===== config.mk =====
export PLATFORM = sky130hd
export DESIGN_NAME = tti_tape_ctl
export DESIGN_NICKNAME = d
export VERILOG_FILES = /design/src/core/tti_pkg.sv /design/src/core/tti_pulse_if.sv /design/src/core/tti_tape_ctl.sv /design/src/core/tti_sync.sv /design/src/core/tti_pulse_gen.sv
export SDC_FILE = /design/constraint.sdc
export NUM_CORES = 1
export LEC_CHECK = 0
export BUFFER_PORTS_ARGS = -buffer_cell sky130_fd_sc_hd__buf_2
export CAP_MARGIN = 10
export CORE_MARGIN = 1
export CORE_UTILIZATION = 25
export DETAILED_ROUTE_END_ITERATION = 6
export HOLD_SLACK_MARGIN = 0.12
export PLACE_DENSITY_LB_ADDON = 0.1
export SYNTH_ARGS = -nofsm -noshare
export SYNTH_HDL_FRONTEND = slang
export SYNTH_SLANG_ARGS = --single-unit

===== constraint.sdc =====
create_clock -name mclk_i -period 2.59 [get_ports mclk_i]
set_clock_uncertainty 0.05 [all_clocks]
set_input_delay 0 -clock mclk_i [delete_from_list [all_inputs] [get_ports mclk_i]]
set_output_delay 0 -clock mclk_i [all_outputs]
set_load 0.01 [all_outputs]

===== src/core/tti_pkg.sv =====
// Purpose: shared constants and types for the tape transport interface controller
// Assumes: 100 MHz mclk_i, plain register port with 8-bit address and 16-bit data
// Notes:   all offsets, field positions, reset values and timing counts live here
//
// How it works
// - seven write lines: six data, one parity
// - 4 us write strobe per character
// - all-zero unit address tolerated, no misselect
// - lamp one shows unit is connected
// - lamp two shows unit is reserved
// - read strobe pulse samples seven read lines
package tti_pkg;

  // register port geometry
  localparam int ADDR_W = 8;
  localparam int DATA_W = 16;

  // register offsets
  localparam logic [ADDR_W-1:0] REG_CTRL   = 8'h00;
  localparam logic [ADDR_W-1:0] REG_WCHAR  = 8'h04;
  localparam logic [ADDR_W-1:0] REG_RCHAR  = 8'h08;
  localparam logic [ADDR_W-1:0] REG_STATUS = 8'h0C;
  localparam logic [ADDR_W-1:0] REG_CLEAR  = 8'h10;

  // control register fields
  localparam int CTRL_MOTION_LSB = 0;
  localparam int CTRL_MOTION_W   = 3;
  localparam int CTRL_DENS_LSB   = 3;
  localparam int CTRL_DENS_W     = 2;
  localparam int CTRL_WSEL_BIT   = 5;
  localparam int CTRL_RSTART_BIT = 6;
  localparam int CTRL_LAMP1_BIT  = 7;
  localparam int CTRL_LAMP2_BIT  = 8;
  localparam logic [DATA_W-1:0] CTRL_RESET = 16'h0000;

  // character and pin widths
  localparam int CHAR_W     = 7;
  localparam int PARITY_BIT = 6;
  localparam int UNIT_W     = 8;
  localparam int UNIT_IDX_W = 3;
  localparam int STAT_PIN_W = 9;
  localparam int SYNC_W     = CHAR_W + 1 + UNIT_W + STAT_PIN_W;

  // status register bit positions; low nine mirror the pins
  localparam int ST_READY     = 0;
  localparam int ST_BUSY      = 1;
  localparam int ST_DENS556   = 2;
  localparam int ST_FILE_MARK = 3;
  localparam int ST_LOAD_PT   = 4;
  localparam int ST_END_TAPE  = 5;
  localparam int ST_WR_ENABLE = 6;
  localparam int ST_DENS800   = 7;
  localparam int ST_END_REC   = 8;
  localparam int ST_RD_VALID  = 9;
  localparam int ST_OVERRUN   = 10;
  localparam int ST_WR_BUSY   = 11;
  localparam int ST_UNIT_OK   = 12;
  localparam int ST_UNIT_LSB  = 13;

  // motion commands and density choices
  typedef enum logic [CTRL_MOTION_W-1:0] {
    MOT_NONE, MOT_FWD, MOT_REV, MOT_SEARCH, MOT_REWIND, MOT_UNLOAD
  } tti_motion_t;
  localparam int MOTION_LINES = 5;

  localparam logic [CTRL_DENS_W-1:0] DENS_LOW  = 2'h1;
  localparam logic [CTRL_DENS_W-1:0] DENS_HIGH = 2'h2;

  // timing
  localparam int CLK_MHZ     = 100;
  localparam int WSTROBE_US  = 4;
  localparam int CLEAR_US    = 4;
  localparam int WSTROBE_CYC = WSTROBE_US * CLK_MHZ;
  localparam int CLEAR_CYC   = CLEAR_US * CLK_MHZ;
  localparam int PULSE_CNT_W = 16;

endpackage : tti_pkg


===== src/core/tti_pulse_if.sv =====
// Purpose: start and activity pair between the controller and a pulse timer
// Assumes: both ends on mclk_i
// Notes:   start is a one-cycle request, ignored while active is high
`timescale 1ns/1ps
interface tti_pulse_if;
  logic start;   // one-cycle request
  logic active;  // pulse level, from a register

  modport ctl (output start, input active);
  modport gen (input start, output active);
endinterface : tti_pulse_if


===== src/core/tti_tape_ctl.sv =====
// Purpose: controller end of one tape transport cable, behind a register port
// Assumes: transport keeps motion, density, busy, ready and record status itself
// Notes:   all cable inputs are synchronised; read strobe found by edge detection
//
// The implementer's own choices: the address map and strobed register access.
`timescale 1ns/1ps
module tti_tape_ctl
  import tti_pkg::*;
(
  input  wire logic              mclk_i, // system clock, 100 MHz
  input  wire logic              reset_n_i, // async reset, active low
  // register port
  input  wire logic [ADDR_W-1:0] reg_addr_i, // register byte address
  input  wire logic [DATA_W-1:0] reg_wdata_i, // write data
  input  wire logic              reg_we_i, // write strobe
  input  wire logic              reg_re_i, // read strobe
  output logic      [DATA_W-1:0] reg_rdata_o, // read data, next cycle
  // cable toward the transport
  output logic      [CHAR_W-1:0] write_char_o, // six data bits and parity
  output logic                   write_strobe_o, // 4 us character strobe
  output logic                   fwd_o, // forward motion
  output logic                   rev_o, // reverse motion
  output logic                   search_o, // search to file mark
  output logic                   rewind_o, // rewind to load point
  output logic                   unload_o, // rewind and unload
  output logic                   dens_high_o, // select 556 lpi
  output logic                   dens_low_o, // select 200 lpi
  output logic                   write_sel_o, // write and verify enable
  output logic                   read_start_o, // read enable
  output logic                   initial_condition_clear_o, // clear transport selects
  output logic                   lamp_connect_o, // unit select light 1
  output logic                   lamp_reserve_o, // unit select light 2
  // cable from the transport
  input  wire logic [CHAR_W-1:0] read_char_i, // six data bits and parity
  input  wire logic              read_strobe_i, // read character pulse
  input  wire logic [UNIT_W-1:0] unit_addr_i, // unit select lines
  input  wire logic              ready_i, // ready
  input  wire logic              busy_i, // tape in motion
  input  wire logic              dens556_i, // 556 lpi selected
  input  wire logic              file_mark_i, // file mark seen
  input  wire logic              load_point_i, // at load point
  input  wire logic              end_of_tape_i, // end of tape marker
  input  wire logic              write_enable_i, // ring in, tape loaded
  input  wire logic              dens800_i, // 800 lpi selected
  input  wire logic              end_of_record_i // end of record
);

  typedef enum logic [1:0] {SEQ_IDLE, SEQ_RUN, SEQ_GAP} tti_seq_t;

  typedef struct packed {
    logic [DATA_W-1:0]      rdata;
    tti_motion_t            motion_req;
    tti_motion_t            motion_out;
    tti_seq_t               seq;
    logic [CTRL_DENS_W-1:0] dens;
    logic                   wsel;
    logic                   rstart;
    logic                   lamp1;
    logic                   lamp2;
    logic [CHAR_W-1:0]      wchar;
    logic [CHAR_W-1:0]      rchar;
    logic                   rd_valid;
    logic                   overrun;
    logic                   rstb_q;
    logic [UNIT_IDX_W-1:0]  unit_idx;
    logic                   unit_ok;
  } tti_ctl_state_t;

  tti_ctl_state_t st_r;
  tti_ctl_state_t st_nxt;

  // one line per motion command; unknown codes drive nothing
  function automatic logic [MOTION_LINES-1:0] motion_lines(tti_motion_t m);
    logic [MOTION_LINES-1:0] l;
    l = '0;
    case (m)
      MOT_FWD:    l = 5'h01;
      MOT_REV:    l = 5'h02;
      MOT_SEARCH: l = 5'h04;
      MOT_REWIND: l = 5'h08;
      MOT_UNLOAD: l = 5'h10;
      default:    l = '0;
    endcase
    return l;
  endfunction : motion_lines

  // true when exactly one unit line is high
  function automatic logic unit_onehot(logic [UNIT_W-1:0] v);
    return (v != '0) && ((v & (v - 1'b1)) == '0);
  endfunction : unit_onehot

  // highest set line
  function automatic logic [UNIT_IDX_W-1:0] unit_encode(logic [UNIT_W-1:0] v);
    logic [UNIT_IDX_W-1:0] idx;
    idx = '0;
    for (int i = 0; i < UNIT_W; i++) begin
      if (v[i]) begin
        idx = UNIT_IDX_W'(i);
      end
    end
    return idx;
  endfunction : unit_encode

  // every cable input crosses through two flops first
  logic [SYNC_W-1:0] sync_q;
  logic [CHAR_W-1:0] rchar_s;
  logic              rstb_s;
  logic [UNIT_W-1:0] unit_s;
  logic [STAT_PIN_W-1:0] pins_s;

  tti_sync #(
    .W (SYNC_W)
  ) u_sync (
    .mclk_i    (mclk_i),
    .reset_n_i (reset_n_i),
    .d_i       ({end_of_record_i, dens800_i, write_enable_i, end_of_tape_i,
                 load_point_i, file_mark_i, dens556_i, busy_i, ready_i,
                 unit_addr_i, read_strobe_i, read_char_i}),
    .q_o       (sync_q)
  );

  // synchronised fields
  assign rchar_s = sync_q[CHAR_W-1:0];
  assign rstb_s  = sync_q[CHAR_W];
  assign unit_s  = sync_q[CHAR_W+1 +: UNIT_W];
  assign pins_s  = sync_q[CHAR_W+1+UNIT_W +: STAT_PIN_W];

  // write strobe and clear pulse timers
  tti_pulse_if wr_if ();
  tti_pulse_if clr_if ();

  tti_pulse_gen #(
    .CYCLES (WSTROBE_CYC)
  ) u_wr_strobe (
    .mclk_i    (mclk_i),
    .reset_n_i (reset_n_i),
    .pls       (wr_if.gen)
  );

  tti_pulse_gen #(
    .CYCLES (CLEAR_CYC)
  ) u_clear (
    .mclk_i    (mclk_i),
    .reset_n_i (reset_n_i),
    .pls       (clr_if.gen)
  );

  // address decode
  logic wr_ctrl;
  logic wr_wchar;
  logic wr_clear;
  logic rd_rchar;
  logic rd_rise;

  assign wr_ctrl  = reg_we_i && (reg_addr_i == REG_CTRL) && !clr_if.active;
  assign wr_wchar = reg_we_i && (reg_addr_i == REG_WCHAR) && !wr_if.active;
  assign wr_clear = reg_we_i && (reg_addr_i == REG_CLEAR) && !clr_if.active;
  assign rd_rchar = reg_re_i && (reg_addr_i == REG_RCHAR);
  assign rd_rise  = rstb_s && !st_r.rstb_q;

  // a new character only starts once the previous strobe has ended
  assign wr_if.start  = wr_wchar;
  assign clr_if.start = wr_clear;

  // next state: register writes, motion sequencing, read capture, read mux
  always_comb begin
    st_nxt        = st_r;
    st_nxt.rstb_q = rstb_s;
    // zero unless read
    st_nxt.rdata  = '0;

    if (wr_ctrl) begin
      st_nxt.motion_req = tti_motion_t'(reg_wdata_i[CTRL_MOTION_LSB +: CTRL_MOTION_W]);
      st_nxt.dens       = reg_wdata_i[CTRL_DENS_LSB +: CTRL_DENS_W];
      st_nxt.wsel       = reg_wdata_i[CTRL_WSEL_BIT];
      st_nxt.rstart     = reg_wdata_i[CTRL_RSTART_BIT];
      st_nxt.lamp1      = reg_wdata_i[CTRL_LAMP1_BIT];
      st_nxt.lamp2      = reg_wdata_i[CTRL_LAMP2_BIT];
    end

    // held until next write
    if (wr_wchar) begin
      st_nxt.wchar = reg_wdata_i[CHAR_W-1:0];
    end

    // a changed request first drops the old line for two cycles, gap then idle
    case (st_r.seq)
      SEQ_IDLE: begin
        if (motion_lines(st_r.motion_req) != '0) begin
          st_nxt.motion_out = st_r.motion_req;
          st_nxt.seq        = SEQ_RUN;
        end
      end
      SEQ_RUN: begin
        if (st_r.motion_req != st_r.motion_out) begin
          st_nxt.motion_out = MOT_NONE;
          st_nxt.seq        = SEQ_GAP;
        end
      end
      SEQ_GAP: begin
        st_nxt.seq = SEQ_IDLE;
      end
      default: begin
        st_nxt.motion_out = MOT_NONE;
        st_nxt.seq        = SEQ_IDLE;
      end
    endcase

    // clear drops every select and motion at once; lamps are channel state
    if (wr_clear) begin
      st_nxt.motion_req = MOT_NONE;
      st_nxt.motion_out = MOT_NONE;
      st_nxt.seq        = SEQ_IDLE;
      st_nxt.dens       = '0;
      st_nxt.wsel       = 1'b0;
      st_nxt.rstart     = 1'b0;
    end

    // capture on the strobe edge; data and strobe share the same delay
    if (rd_rchar) begin
      st_nxt.rd_valid = 1'b0;
      st_nxt.overrun  = 1'b0;
    end
    if (rd_rise) begin
      st_nxt.rchar    = rchar_s;
      st_nxt.rd_valid = 1'b1;
      st_nxt.overrun  = st_r.rd_valid && !rd_rchar;
    end

    // the unit number follows only a clean one-hot pattern
    if (unit_onehot(unit_s)) begin
      st_nxt.unit_idx = unit_encode(unit_s);
      st_nxt.unit_ok  = 1'b1;
    end else if (unit_s == '0) begin
      st_nxt.unit_ok  = st_r.unit_ok;
    end

    // data stand one cycle only
    if (reg_re_i) begin
      case (reg_addr_i)
        REG_CTRL: begin
          st_nxt.rdata[CTRL_MOTION_LSB +: CTRL_MOTION_W] = st_r.motion_req;
          st_nxt.rdata[CTRL_DENS_LSB +: CTRL_DENS_W]     = st_r.dens;
          st_nxt.rdata[CTRL_WSEL_BIT]                    = st_r.wsel;
          st_nxt.rdata[CTRL_RSTART_BIT]                  = st_r.rstart;
          st_nxt.rdata[CTRL_LAMP1_BIT]                   = st_r.lamp1;
          st_nxt.rdata[CTRL_LAMP2_BIT]                   = st_r.lamp2;
        end
        REG_WCHAR: begin
          st_nxt.rdata[CHAR_W-1:0] = st_r.wchar;
        end
        REG_RCHAR: begin
          st_nxt.rdata[CHAR_W-1:0] = st_r.rchar;
        end
        REG_STATUS: begin
          st_nxt.rdata[STAT_PIN_W-1:0] = pins_s;
          st_nxt.rdata[ST_RD_VALID]    = st_r.rd_valid;
          st_nxt.rdata[ST_OVERRUN]     = st_r.overrun;
          st_nxt.rdata[ST_WR_BUSY]     = wr_if.active;
          st_nxt.rdata[ST_UNIT_OK]     = st_r.unit_ok;
          st_nxt.rdata[ST_UNIT_LSB +: UNIT_IDX_W] = st_r.unit_idx;
        end
        default: begin
          st_nxt.rdata = '0;
        end
      endcase
    end
  end

  // one state register
  always_ff @(posedge mclk_i or negedge reset_n_i) begin
    if (!reset_n_i) begin
      st_r            <= '0;
      st_r.motion_req <= tti_motion_t'(CTRL_RESET[CTRL_MOTION_LSB +: CTRL_MOTION_W]);
      st_r.motion_out <= MOT_NONE;
      st_r.seq        <= SEQ_IDLE;
    end else begin
      st_r <= st_nxt;
    end
  end

  // cable outputs, all from registers except the decoded motion and density lines
  logic [MOTION_LINES-1:0] mot_l;
  assign mot_l = motion_lines(st_r.motion_out);

  assign reg_rdata_o               = st_r.rdata;
  assign write_char_o              = st_r.wchar;
  assign write_strobe_o            = wr_if.active;
  assign fwd_o                     = mot_l[0];
  assign rev_o                     = mot_l[1];
  assign search_o                  = mot_l[2];
  assign rewind_o                  = mot_l[3];
  assign unload_o                  = mot_l[4];
  assign dens_high_o               = (st_r.dens == DENS_HIGH);
  assign dens_low_o                = (st_r.dens == DENS_LOW);
  assign write_sel_o               = st_r.wsel;
  assign read_start_o              = st_r.rstart;
  assign initial_condition_clear_o = clr_if.active;
  assign lamp_connect_o            = st_r.lamp1;
  assign lamp_reserve_o            = st_r.lamp2;

endmodule : tti_tape_ctl


===== src/core/tti_sync.sv =====
// Purpose: two-flop synchroniser for a vector of pin inputs
// Assumes: each bit is an independent level or slow pulse
// Notes:   bits are not coherent with one another across the crossing
`timescale 1ns/1ps
module tti_sync
  import tti_pkg::*;
#(
  parameter int W = 1
) (
  input  wire logic         mclk_i,     // system clock
  input  wire logic         reset_n_i,  // async reset, active low
  input  wire logic [W-1:0] d_i,        // raw pin levels
  output logic      [W-1:0] q_o         // synchronised levels
);

  typedef struct packed {
    logic [W-1:0] meta;
    logic [W-1:0] stable;
  } tti_sync_state_t;

  tti_sync_state_t st_r;
  tti_sync_state_t st_nxt;

  // first stage feeds only the second stage
  always_comb begin
    st_nxt        = st_r;
    st_nxt.meta   = d_i;
    st_nxt.stable = st_r.meta;
  end

  always_ff @(posedge mclk_i or negedge reset_n_i) begin
    if (!reset_n_i) begin
      st_r <= '0;
    end else begin
      st_r <= st_nxt;
    end
  end

  assign q_o = st_r.stable;

endmodule : tti_sync


===== src/core/tti_pulse_gen.sv =====
// Purpose: fixed-length pulse timer started by a one-cycle request
// Assumes: CYCLES fits in PULSE_CNT_W bits and is at least one
// Notes:   a start during an active pulse is dropped, not queued
`timescale 1ns/1ps
module tti_pulse_gen
  import tti_pkg::*;
#(
  parameter int CYCLES = WSTROBE_CYC
) (
  input  wire logic mclk_i,     // system clock
  input  wire logic reset_n_i,  // async reset, active low
  tti_pulse_if.gen  pls         // start in, active out
);

  localparam logic [PULSE_CNT_W-1:0] LAST = PULSE_CNT_W'(CYCLES - 1);

  typedef struct packed {
    logic                   active;
    logic [PULSE_CNT_W-1:0] cnt;
  } tti_pg_state_t;

  tti_pg_state_t st_r;
  tti_pg_state_t st_nxt;

  // active stays high for exactly CYCLES edges
  always_comb begin
    st_nxt = st_r;
    if (!st_r.active) begin
      if (pls.start) begin
        st_nxt.active = 1'b1;
        st_nxt.cnt    = '0;
      end
    end else if (st_r.cnt == LAST) begin
      st_nxt.active = 1'b0;
    end else begin
      st_nxt.cnt = st_r.cnt + 1'b1;
    end
  end

  always_ff @(posedge mclk_i or negedge reset_n_i) begin
    if (!reset_n_i) begin
      st_r <= '0;
    end else begin
      st_r <= st_nxt;
    end
  end

  assign pls.active = st_r.active;

endmodule : tti_pulse_gen


# Yosys cells after proc, flatten, opt, wreduce, memory -nomap -nowiden
# Cells that the tools add are included.
# word_totals
regBits	135
in_bits	53
word_cells	110
# op_classes
add_sub_neg	3
eq_ne	26
n_mux	31
bitwise	1
reduce_logical	27
# ops
op	count
$mux 17	4
$pmux 5 s5	2
$mux 16	3
$add 16x1->16 const B	2
$eq 16x9->1 const B	2
$pmux 7 s4	1
$mux 3	7
$eq 8x4->1 const B	2
$logic_not 8->1	2
$mux 5	3
$eq 3x2->1 const B	4
$eq 3x3->1 const B	4
$mux 12	1
$logic_and 1x1->1	10
$pmux 3 s3	1
$and 8x8->8	1
$eq 8x3->1 const B	1
$eq 8x5->1 const B	1
$pmux 2 s2	2
$reduce_bool 2->1	4
$reduce_bool 8->1	1
$sub 8x1->8 const B	1
$mux 7	1
$eq 3x1->1 const B	2
other kinds (13)	26

# Depth between registers and ports, before layout
# Gate-level depths: netlist (run 1).
# depth
ltp_word	7
depth_mapped	7
mapped_depth_nobuf	6

# By module
# Synthesis (run 1) repeated with hierarchy kept, for this count alone.
# unflattened
hier_cells	456
hier_area_um2	5565.3
# modules_own_cells
mod	cells_per_inst	area_each_um2	n_inst
tti_tape_ctl	220	2555.0	1
tti_pulse_gen	93	879.6	2
tti_sync	50	1251.2	1

# Worst setup path after synthesis (run 1)
# Ideal clock, no wire load.
# synth_timing
kind	flip-flop to flip-flop
startpoint	register u_clear.st_r[12] (netlist name)
endpoint	register u_clear.st_r[4] (netlist name)
arrival_ns	1.905
path_stages_with_launch	7
required_time_ns	2.458
synth_period_minus_slack_ns	2.037
setup_slack_ns	0.553
path_cell_list	dfrtp_1 or4_1 o41a_1 clkbuf_1 nor2_2 inv_2 a31oi_1
# synth_via
elab_chain_cells	3
# synth_rtl
element	line_no	text
from (decl)	tti_pulse_gen.sv:22	tti_pg_state_t st_r;
from (signal assigned)	tti_pulse_gen.sv:44	st_r <= st_nxt;
$eq 16x9->1	tti_pulse_gen.sv:33	end else if (st_r.cnt == LAST) begin
$ne 2x2->1 (no source line)	n/a	
$reduce_and 2->1 (no source line)	n/a	
# Every way passes these cells.
# A chain may end at the register's enable or synchronous reset.

# Worst setup path after layout (run 1)
# Same ends and word-level chain as after synthesis.

==> results of run 1 <==
[cells in the final DEF, fill, tap and decap left out, drive strengths merged, types with 5 or more instances in the layout]
cell type,n
clkbuf,19
buf,93
and3,5
dlygate4sd3,44
nand4,12
nor2b,10
xnor2,8
o21ai,18
a22o,8
or3,6
nor2,34
inv,21
a21oi,10
and2,7
dfrtp,135
nor3,15
mux4,7
mux2,11
nand3,15
nand2,40
xor2,15
and4,5
[worst max-delay path by stage]
| stage | end | slack, ps | start |
|---|---|---|---|
| 3_5_place_dp | u_wr_strobe.st_r[0] | 360 | reg_addr_i[3] |
| 3_3_place_gp | u_wr_strobe.st_r[0] | 360 | reg_addr_i[3] |
| 4_1_cts | u_clear.st_r[4] | 360 | u_clear.st_r[12] |
| 6_report | u_clear.st_r[4] | 330 | u_clear.st_r[12] |
| 2_1_floorplan | u_clear.st_r[4] | 550 | u_clear.st_r[12] |
| 5_1_grt | u_clear.st_r[6] | 200 | u_clear.st_r[12] |
[worst max-delay path, cell delays in order, from the launching register on]
cell,delay (ps)
dfrtp_1,410
or4_1,560
o41a_1,590
nor2_2,350
inv_2,70
a31oi_1,170
[area by class of cell]
cell class,instances,area (um^2),share of cell area (%)
Clock inverter,13,159,2.23
Clock buffer,19,443,6.21
Multi-Input combinational cell,268,1810,25.3
Inverter,13,48.8,0.684
Timing Repair Buffer,137,955,13.4
Tap cell,275,344,4.82
Sequential cell,135,3380,47.3
[stage by stage]
step	cell area [um^2]	power [mW]	setup slack (ps)
floorplan	5480	2.81	553
global placement	6090	3.02	365
detailed placement	6090	3.03	356
CTS	7140	5.60	358
global route	7140	5.79	204
finish	7140	5.52	327
[kinds of logic (layout without fill, tap and decap cells)]
kind of cell / count (synthesis) / count (layout) / synth area share, %
multiplexers: 19 / 19 / 5.32
AO/OA/AOI/OAI: 49 / 49 / 5.78
XOR/XNOR: 23 / 23 / 3.68
AND/OR/NAND/NOR: 174 / 174 / 17.6
flip-flops: 135 / 135 / 61.6
adder cells (fa/ha/maj): 3 / 3 / 0.639
buffers and inverters: 53 / 182 / 5.39
[state kept, by name, summed over array words and instances (netlist names)]
register and count:
u_sync.q_o 25, u_sync.st_nxt 25, st_r 24, reg_rdata_o 16
u_clear.st_r 16, u_wr_strobe.st_r 16, write_char_o 7, lamp_connect_o 1
lamp_reserve_o 1, read_start_o 1, u_clear.pls.active 1, u_wr_strobe.pls.active 1
write_sel_o 1
[per-layer routing]
metal / wire (um) / up-vias
met2: 6280 / 68
met5: 0 / -
met4: 200 / 0
li1: - / 1801
met1: 5620 / 1838
met3: 407 / 14
[Yosys cell counts (7+ instances only)]
master | n | area share, %
a22o_1 | 8 | 1.3
xnor2_1 | 8 | 1.3
nor2_1 | 33 | 2.3
clkbuf_1 | 13 | 0.89
o21ai_0 | 15 | 1.4
nor2b_1 | 10 | 1.1
nor3_1 | 15 | 1.4
mux2_2 | 9 | 1.8
buf_4 | 23 | 3.2
xor2_1 | 15 | 2.4
nand4_1 | 12 | 1.4
and2_1 | 7 | 0.80
nand2_1 | 40 | 2.7
a21oi_1 | 10 | 0.91
dfrtp_1 | 135 | 62
nand3_1 | 15 | 1.4
inv_1 | 12 | 0.82
mux4_2 | 7 | 2.9
[repair_timing]
action                                 4_1_cts  5_1_grt
endpoints found under the hold margin      203        0
setup endpoints to repair                    0        0
hold buffers                                44        0
[power by group through the flow]
stage / clock [mW] / sequential (mW) / combinational, mW
floorplan: 0 / 2.49 / 0.323
CTS: 2.55 / 2.51 / 0.533
global placement: 0 / 2.55 / 0.468
detailed placement: 0 / 2.55 / 0.481
global route: 2.65 / 2.55 / 0.592
finish: 2.48 / 2.51 / 0.521
==> metrics.md, run 1 <==
| Metric | Value |
|---|---|
| Syn Nets | 511 |
| Clock sinks | 135 |
| Ant. Diodes | 0 |
| Area growth, synth to finish | 30.2% |
| Max Freq | between 400 and 500 MHz |
| Routed WL | 12500 um |
| Post-synth cell types | 58 |
| CP Max Fanout | 9 |
| Worst setup SP type | flop |
| Final cell count without fillers | between 800 and 900 |
| Setup TNS | 0 ps |
| Die Span Y | 150 um |
| Overflow left after global routing | 0 |
| Post-Syn Area | 5480 um^2 |
| Yosys reg bits | ~140 |
| Clock share of power | around 45% |
| CTS-repair resized insts | 0 |
| Placed Cells | 784 |
| VDD IR max | around 0.40 mV |
| Logic pwr share | under 10% |
| Met2 Usage GRT | approximately a fifth |
| Die X | around 150 um |
| Setup violators final | 0 |
| WP data required | roughly 2900 ps |
| CORE AREA | about 21000 um^2 |
| GR Layer Usage met3 | ~3.5% |
| Final count of pins violating max slew | 0 |
| Worst-Margin Slew | about 640 ps |
| Fillers | 2094 |
| Total GRT Usage | 12.0% |
| Cts bufs inserted | 17 |
| Internal Power | between 4 and 5 mW |
| RSZ-0062 raised after global routing | no |
| Pwr/cell area | roughly 770 nW/um^2 |
| CTS Root Cell | clkbuf_16 |
| CTS Buffer Depth | 2 |
| Sw Share | 26.3% |
| EDFF count, synth | 0 |
| Reg2Reg Setup Slack | between 300 and 400 ps |
| Utilization after layout | 33.5% |
| Synth async-reset ratio | 100% |
| Maxcap violations | 0 |
| Hold_ws | approximately 110 ps |
| Psw | roughly 1.5 mW |
| 1st-iter DRT viols | between 100 and 150 |
| Initial core utilization | around 26% |
| Nets | between 600 and 700 |
| Worst R2R End | u_clear.st_r[4] |
| Status | finished, final reports clean |
| Die ar. | about 23000 um^2 |
| Top FF cell, synth | dfrtp_1 |
| Vias in the first global route | 3825 |
| Routed len/inst | approximately 15 um |
| Setup crit end kind | flop |
| Fin. Hold Viols | 0 |
| DRC | 0 |
| Mean Syn Cell Area | ~12 um^2 |
| Row count | 53 |
| Initial antenna violation count | 0 |
| Hold WC Path Type | input port to async pin |
| Register area share after synthesis | 61.6% |
| Sequential Power Share | a little under half |
| I/O Buffers | 81 |
| Via count | around 3700 |
| DP Wirelength | about 8600 um |
| Post-layout min period | 2260 ps |
| GP Congestion | 0.737 |
| Via density | about 4.3 |
| # IOs | 89 |
| GRT busiest layer | met2 |
| Leak | approximately 3.3 nW |
| Share of cells above drive strength 1 | 25.0% |
| Setup repair bufs after CTS | 0 |
| CP Data Arrival Time | around 2600 ps |
| FF-to-FF path depth | 5 |
| CTS tree | built |
| Period utilization | between 80% and 90% |
| H-tree lvl count | 4 |
| Max-slew headroom | a little under three fifths |
| Largest net degree at the start of global routing | roughly 70 |
| Gate Count Post-Synth | 456 |
| Final ANT Viol Nets | 0 |
| Global Route met1 Usage | between 10 and 15% |
| First-pass GRT wire length | between 20000 and 25000 um |
| Synth warn | 0 |
| Worst r2r src | u_clear.st_r[12] |
| Initial DRT Pass Iterations | 5 |
| Clk slew on worst S/H paths | roughly 60 ps |
| Clock latency on the worst-skew pair | ~420 ps |
| Crit Path Class | flop to flop |
No activity file was read; power rests on OpenSTA's default activity.
==> run 2: changes to the inputs <==
--- a/config.mk
+++ b/config.mk
@@ -5,6 +5,7 @@
 export SDC_FILE = /design/constraint.sdc
 export NUM_CORES = 1
 export LEC_CHECK = 0
+export ABC_AREA = 1
 export BUFFER_PORTS_ARGS = -buffer_cell sky130_fd_sc_hd__buf_2
 export CAP_MARGIN = 10
 export CORE_MARGIN = 1
==> metrics.md, run 2 <==
| Metric | Value |
|---|---|
| Total power | 5.07 mW |
| Period utilization | 79.5% |
| Gate Count Post-Synth | approximately 660 |
| GP Congestion | around 0.86 |
| Routed WL | around 15000 um |
| Max Freq | just under 500 MHz |
| CP Data Arrival Time | roughly 2300 ps |
| Post-synth top cells | 135 x dfrtp_1, 115 x nand2_1, 82 x nor2_1 |
| Largest net degree at the start of global routing | 55 |
| Vias in the first global route | 4839 |
| Synth async-reset ratio | between 90% and 100% |
| Cell mode on critical path | nand2_2 |
| Overflow left after global routing | 0 |
| Fillers | around 2400 |
| Most frequent cell after synthesis | dfrtp_1 |
| Mean Syn Cell Area | 8.98 um^2 |
| Final cell count without fillers | 1104 |
| Top FF cell, synth | dfrtp_1 |
| Synth top area cells | dfrtp_1 57%, nand2_1 7.3%, nand3_1 6.5%, nor2_1 5.2%, inv_1 4.9% |
| Yosys reg bits | 135 |
| Initial DRT Pass Iterations | 4 |
| Via density | about 4.3 |
| DRC | 0 |
| Die X | roughly 160 um |
| WP data required | around 2800 ps |
| Pre-CTS setup slack | roughly 540 ps |
| Area growth, synth to finish | 28.7% |
| Multi-input combinational cell area | 2000 um^2 |
| Register area share after synthesis | a little under three fifths |
| Initial core utilization | roughly 26% |
| Routed len/inst | 13.5 um |
| Fin. Hold Viols | 0 |
| I/O Buffers | 81 |
| Crit Path Class | flop to flop |
| Placed Cells | between 1000 and 1500 |
| Syn Nets | approximately 710 |
| First-pass GRT wire length | 24500 um |
| CTS Root Cell | clkbuf_16 |
| Setup violators final | 0 |
| RSZ-0062 raised after global routing | no |
| Nets | 833 |
| CP Max Fanout | 17 |
| CTS-repair resized insts | 0 |
| Cts bufs inserted | 17 |
| Setup TNS | 0 ps |
| Clock sinks | roughly 140 |
| Setup repair bufs after CTS | 0 |
| Clock latency on the worst-skew pair | 420 ps |
| Final ANT Viol Nets | 0 |
| Worst-Margin Slew | 685 ps |
| Crit-path max cell delay | approximately 440 ps |
| Pwr/cell area | about 670 nW/um^2 |
| 1st-iter DRT viols | ~200 |
| Final worst slack | approximately 530 ps |
| Most common cell after layout, fill and taps aside | dfrtp_1 |
| Utilization after layout | approximately 33% |
| Clk slew on worst S/H paths | ~60 ps |
| Post-synth cell types | 33 |
| CTS tree | built |
| H-tree lvl count | 4 |
| Maxcap violations | 0 |
| Die Span Y | approximately 160 um |
| CP max stage cell | dfrtp_1 |
| Most frequent cells in the layout | 135 x dfrtp_1, 115 x nand2_1, 82 x nor2_1, 80 x buf_2, 78 x inv_1 |
| Die ar. | roughly 24000 um^2 |
| Area leader, netlist | dfrtp_1 |
| Ant. Diodes | 0 |
| VDD IR max | between 0.2 and 0.3 mV |
| Setup crit end kind | flop |
| CP bufs+invs | 1 |
| Synth warn | 0 |
| Final count of pins violating max slew | 0 |
| Worst path top cell family by delay | simple AND/OR/NAND/NOR gates |
| Status | finished, final reports clean |
| CORE AREA | around 23000 um^2 |
| DP Wirelength | roughly 11000 um |
| Total GRT Usage | a little over an eighth |
| Post-Syn Area | 5920 um^2 |
| Post-layout min period | 2060 ps |
| Hold WC Path Type | input port to flop |
| Share of cells above drive strength 1 | 19.0% |
| Sequential standard cell area | about 3400 um^2 |
| Synth top area share | between 50% and 60% |
| Leak | 3.80 nW |
| Row count | 55 |
| # IOs | between 80 and 90 |
| Max-slew headroom | a little over half |
| Worst setup SP type | flop |
| Critical-path cell list | ha_1, nand2_2, nor2_4, inv_1, nor2_1, nand2_1, nand2_2, nand2_2, nand2_1, o21ai_0 |
| CTS Buffer Depth | 2 |
| Via count | roughly 4700 |
| Initial antenna violation count | 0 |
| EDFF count, synth | 0 |
-- run 2: worst register-to-register path: cells and delay by family, from the launching register on --
family                   cells  cell delay [ps]
AND/OR/NAND/NOR              7             1030
adder cells (fa/ha/maj)      1              260
AO/OA/AOI/OAI                1               80
buffers and inverters        1               60
flip-flops                   1              440
-- run 2: area by class of cell --
type,count,share of cell area [%]
sequential,135,44.4
multi-input combinational,411,26.3
timing repair buffer,133,12.2
clock buffer,20,6.13
tap,313,5.15
inverter,80,3.95
clock inverter,12,1.84
-- run 2: through the flow --
stage	cell area [um^2]	hold WS, ps
after CTS	7610	140
after detailed placement	6560	-122
after global routing	7610	152
final	7610	157
after floorplan	5920	-346
after global placement	6560	-123
-- run 2: per-layer routing --
metal,part of all wire (%),vias to the layer above,GRT usage (%)
li1,-,2344,-
met1,47,2278,16.3
met2,49,87,22.5
met3,3.1,10,3.06
met4,0.93,0,3.92
met5,0,-,0
-- run 2: cell families (layout without fill, tap and decap cells) --
group	count (synthesis)	after routing	share of synthesized area [%]
AO/OA/AOI/OAI	67	67	6.41
XOR/XNOR	11	11	1.63
adder cells (fa/ha/maj)	2	2	0.423
buffers and inverters	113	245	9.05
flip-flops	135	135	57.1
AND/OR/NAND/NOR	331	331	25.4
-- run 2: timing repair --
| item | CTS | global route |
|---|---|---|
| endpoints found under the setup margin | 0 | 0 |
| endpoints found under the hold margin | 192 | 0 |
| hold buffers | 43 | 0 |
-- run 2: final timing paths --
check                                  start  slack (ps)           endpoint  depth (start not counted)
max reg2reg                  u_clear.st_r[0]         530    u_clear.st_r[8]                         10
min in group asynchronous          reset_n_i         630    u_clear.st_r[2]                          4
min reg2reg                u_sync.st_nxt[19]         290     u_sync.q_o[19]                          0
max                          u_clear.st_r[0]         530    u_clear.st_r[8]                         10
min                            reg_addr_i[1]         160     reg_rdata_o[2]                          8
max in group asynchronous          reset_n_i        1540  u_sync.st_nxt[20]                          4
-- run 2: power by group --
part           switching [mW]  total, mW  internal (mW)
Sequential             0.0471       2.25           2.21
Combinational           0.210      0.357          0.146
Clock                   0.952       2.46           1.51
Total                    1.21       5.07           3.86
==> run 3: changes to the inputs <==
--- a/config.mk
+++ b/config.mk
@@ -5,7 +5,7 @@
 export SDC_FILE = /design/constraint.sdc
 export NUM_CORES = 1
 export LEC_CHECK = 0
-export ABC_AREA = 1
+export ABC_AREA = 0
 export BUFFER_PORTS_ARGS = -buffer_cell sky130_fd_sc_hd__buf_2
 export CAP_MARGIN = 10
 export CORE_MARGIN = 1
==> constraint.sdc (replaced) <==
create_clock -name mclk_i -period 2.1 [get_ports mclk_i]
set_clock_uncertainty 0.05 [all_clocks]
set_input_delay 0 -clock mclk_i [delete_from_list [all_inputs] [get_ports mclk_i]]
set_output_delay 0 -clock mclk_i [all_outputs]
set_load 0.01 [all_outputs]
==> metrics.md, run 3 (synthesis results as in run 1) <==
| Metric | Value |
|---|---|
| Status | finished, final reports clean |
| GP Congestion | 0.763 |
| CP Max Fanout | 4 |
| Setup crit end kind | flop |
| Most common cell after layout, fill and taps aside | dfrtp_1 |
| I/O Buffers | around 80 |
| VDD IR max | between 0.4 and 0.5 mV |
| First-pass GRT wire length | approximately 21000 um |
| Via density | between 4 and 5 |
| Die ar. | 22500 um^2 |
| Setup TNS | 0 ps |
| CP Data Arrival Time | 2320 ps |
| Fin. Hold Viols | 0 |
| Psw | between 1.5 and 2 mW |
| Largest net degree at the start of global routing | 63 |
| CTS Root Cell | clkbuf_16 |
| Initial antenna violation count | 0 |
| Worst-Margin Slew | a little over 600 ps |
| Pre-CTS setup slack | -40.2 ps |
| CTS Buffer Depth | 2 |
| Row count | between 50 and 60 |
| Vias in the first global route | between 3000 and 4000 |
| Internal Power | 4.92 mW |
| Routed WL | 12600 um |
| Max-slew headroom | 58.6% |
| Most frequent cells in the layout | 135 x dfrtp_1, 80 x buf_2, 40 x nand2_1, 40 x dlygate4sd3_1, 33 x nor2_1 |
| 1st-iter DRT viols | 100 |
| H-tree lvl count | 4 |
| Total GRT Usage | approximately an eighth |
| Clk slew on worst S/H paths | around 70 ps |
| # IOs | 89 |
| Pwr/cell area | between 900 and 1000 nW/um^2 |
| Die X | 150 um |
| Utilization after layout | approximately a third |
| Post-layout min period | slightly above 2000 ps |
| Die Span Y | between 150 and 200 um |
| Ant. Diodes | 0 |
| Final worst slack | 35.1 ps |
| Crit path launch | u_clear.st_r[10] |
| Clock sinks | around 140 |
| Initial DRT Pass Iterations | 4 |
| DRC | 0 |
| Period utilization | 98.3% |
| Reg2Reg Setup Slack | between 30 and 40 ps |
| Final count of pins violating max slew | 0 |
| End of the critical path | u_clear.st_r[3] |
| Worst r2r src | u_clear.st_r[10] |
| Nets | approximately 640 |
| Max Freq | 484 MHz |
| Cts bufs inserted | 17 |
| Area growth, synth to finish | 32.0% |
| Finished Cell Area | approximately 7200 um^2 |
| RSZ-0062 raised after global routing | yes |
| Maxcap violations | 0 |
| Logic pwr share | a little over a tenth |
| Routed len/inst | about 14 um |
| CORE AREA | 21300 um^2 |
| Total power | 6.75 mW |
| Setup violators final | 0 |
| Crit Path Class | flop to flop |
| FF-to-FF path depth | 6 |
| Final ANT Viol Nets | 0 |
| Share of cells above drive strength 1 | between 20 and 30% |
| Sequential Power Share | between 40 and 50% |
| Cell Area, Placed | just over 6000 um^2 |
| CTS tree | built |
| Via count | between 3000 and 4000 |
| Worst R2R End | u_clear.st_r[3] |
| DP Wirelength | 9010 um |
| Placed Cells | around 800 |
| Overflow left after global routing | 0 |
| Hold_ws | around 81 ps |
| Sw Share | a little over a quarter |
| Clock latency on the worst-skew pair | about 420 ps |
| Initial core utilization | 25.8% |
| Hold WC Path Type | input port to async pin |
| Final cell count without fillers | slightly below 900 |
| WP data required | about 2400 ps |
| Clock share of power | between 40% and 50% |
| Leak | ~3.3 nW |
| Worst setup SP type | flop |
run 3: per-layer routing:
| metal | track usage, % | share of wire (%) |
|---|---|---|
| met2 | 20.7 | 51 |
| met4 | 5.15 | 1.4 |
| met1 | 15.1 | 44 |
| met5 | 0 | 0 |
| met3 | 3.23 | 3.2 |
run 3: power groups by stage:
stage / Clock [mW] / Combinational, mW / Sequential (mW)
after floorplan: 0 / 0.399 / 3.07
after global routing: 3.17 / 0.830 / 3.12
after detailed placement: 0 / 0.677 / 3.12
final: 2.95 / 0.728 / 3.08
after CTS: 3.04 / 0.738 / 3.08
after global placement: 0 / 0.660 / 3.12
run 3: final cells by class:
type                            instances  area [um^2]
Clock inverter                         15          158
Multi-Input combinational cell        268         1830
Inverter                               13         48.8
Fill cell                            2120        14100
Clock buffer                           17          425
Tap cell                              275          344
Timing Repair Buffer                  151         1050
Sequential cell                       135         3380
run 3: worst min path at each step:
stage,depth (start not counted),to,slack [ps]
final,2,u_sync.st_nxt[12],80
after global placement,1,u_wr_strobe.st_r[5],-20
after CTS,2,u_wr_strobe.st_r[5],120
after floorplan,0,lamp_connect_o,-350
after global routing,4,reg_rdata_o[15],130
after detailed placement,1,reg_rdata_o[11],-5
run 3: repair_timing:
item / 4_1_cts / 5_1_grt
pin swaps: 1 / 10
hold buffers: 40 / 0
gates resized for setup: 1 / 8
buffers inserted: 0 / 1
setup endpoints to repair: 7 / 14
endpoints found under the hold margin: 195 / 0
run 3: worst max-delay path: stages, from the launching register on:
cell     delay (ps)
dfrtp_1         400
or4_4           530
o41a_1          520
buf_6           160
nand4_1          90
xor2_1          140
nor2_1           50
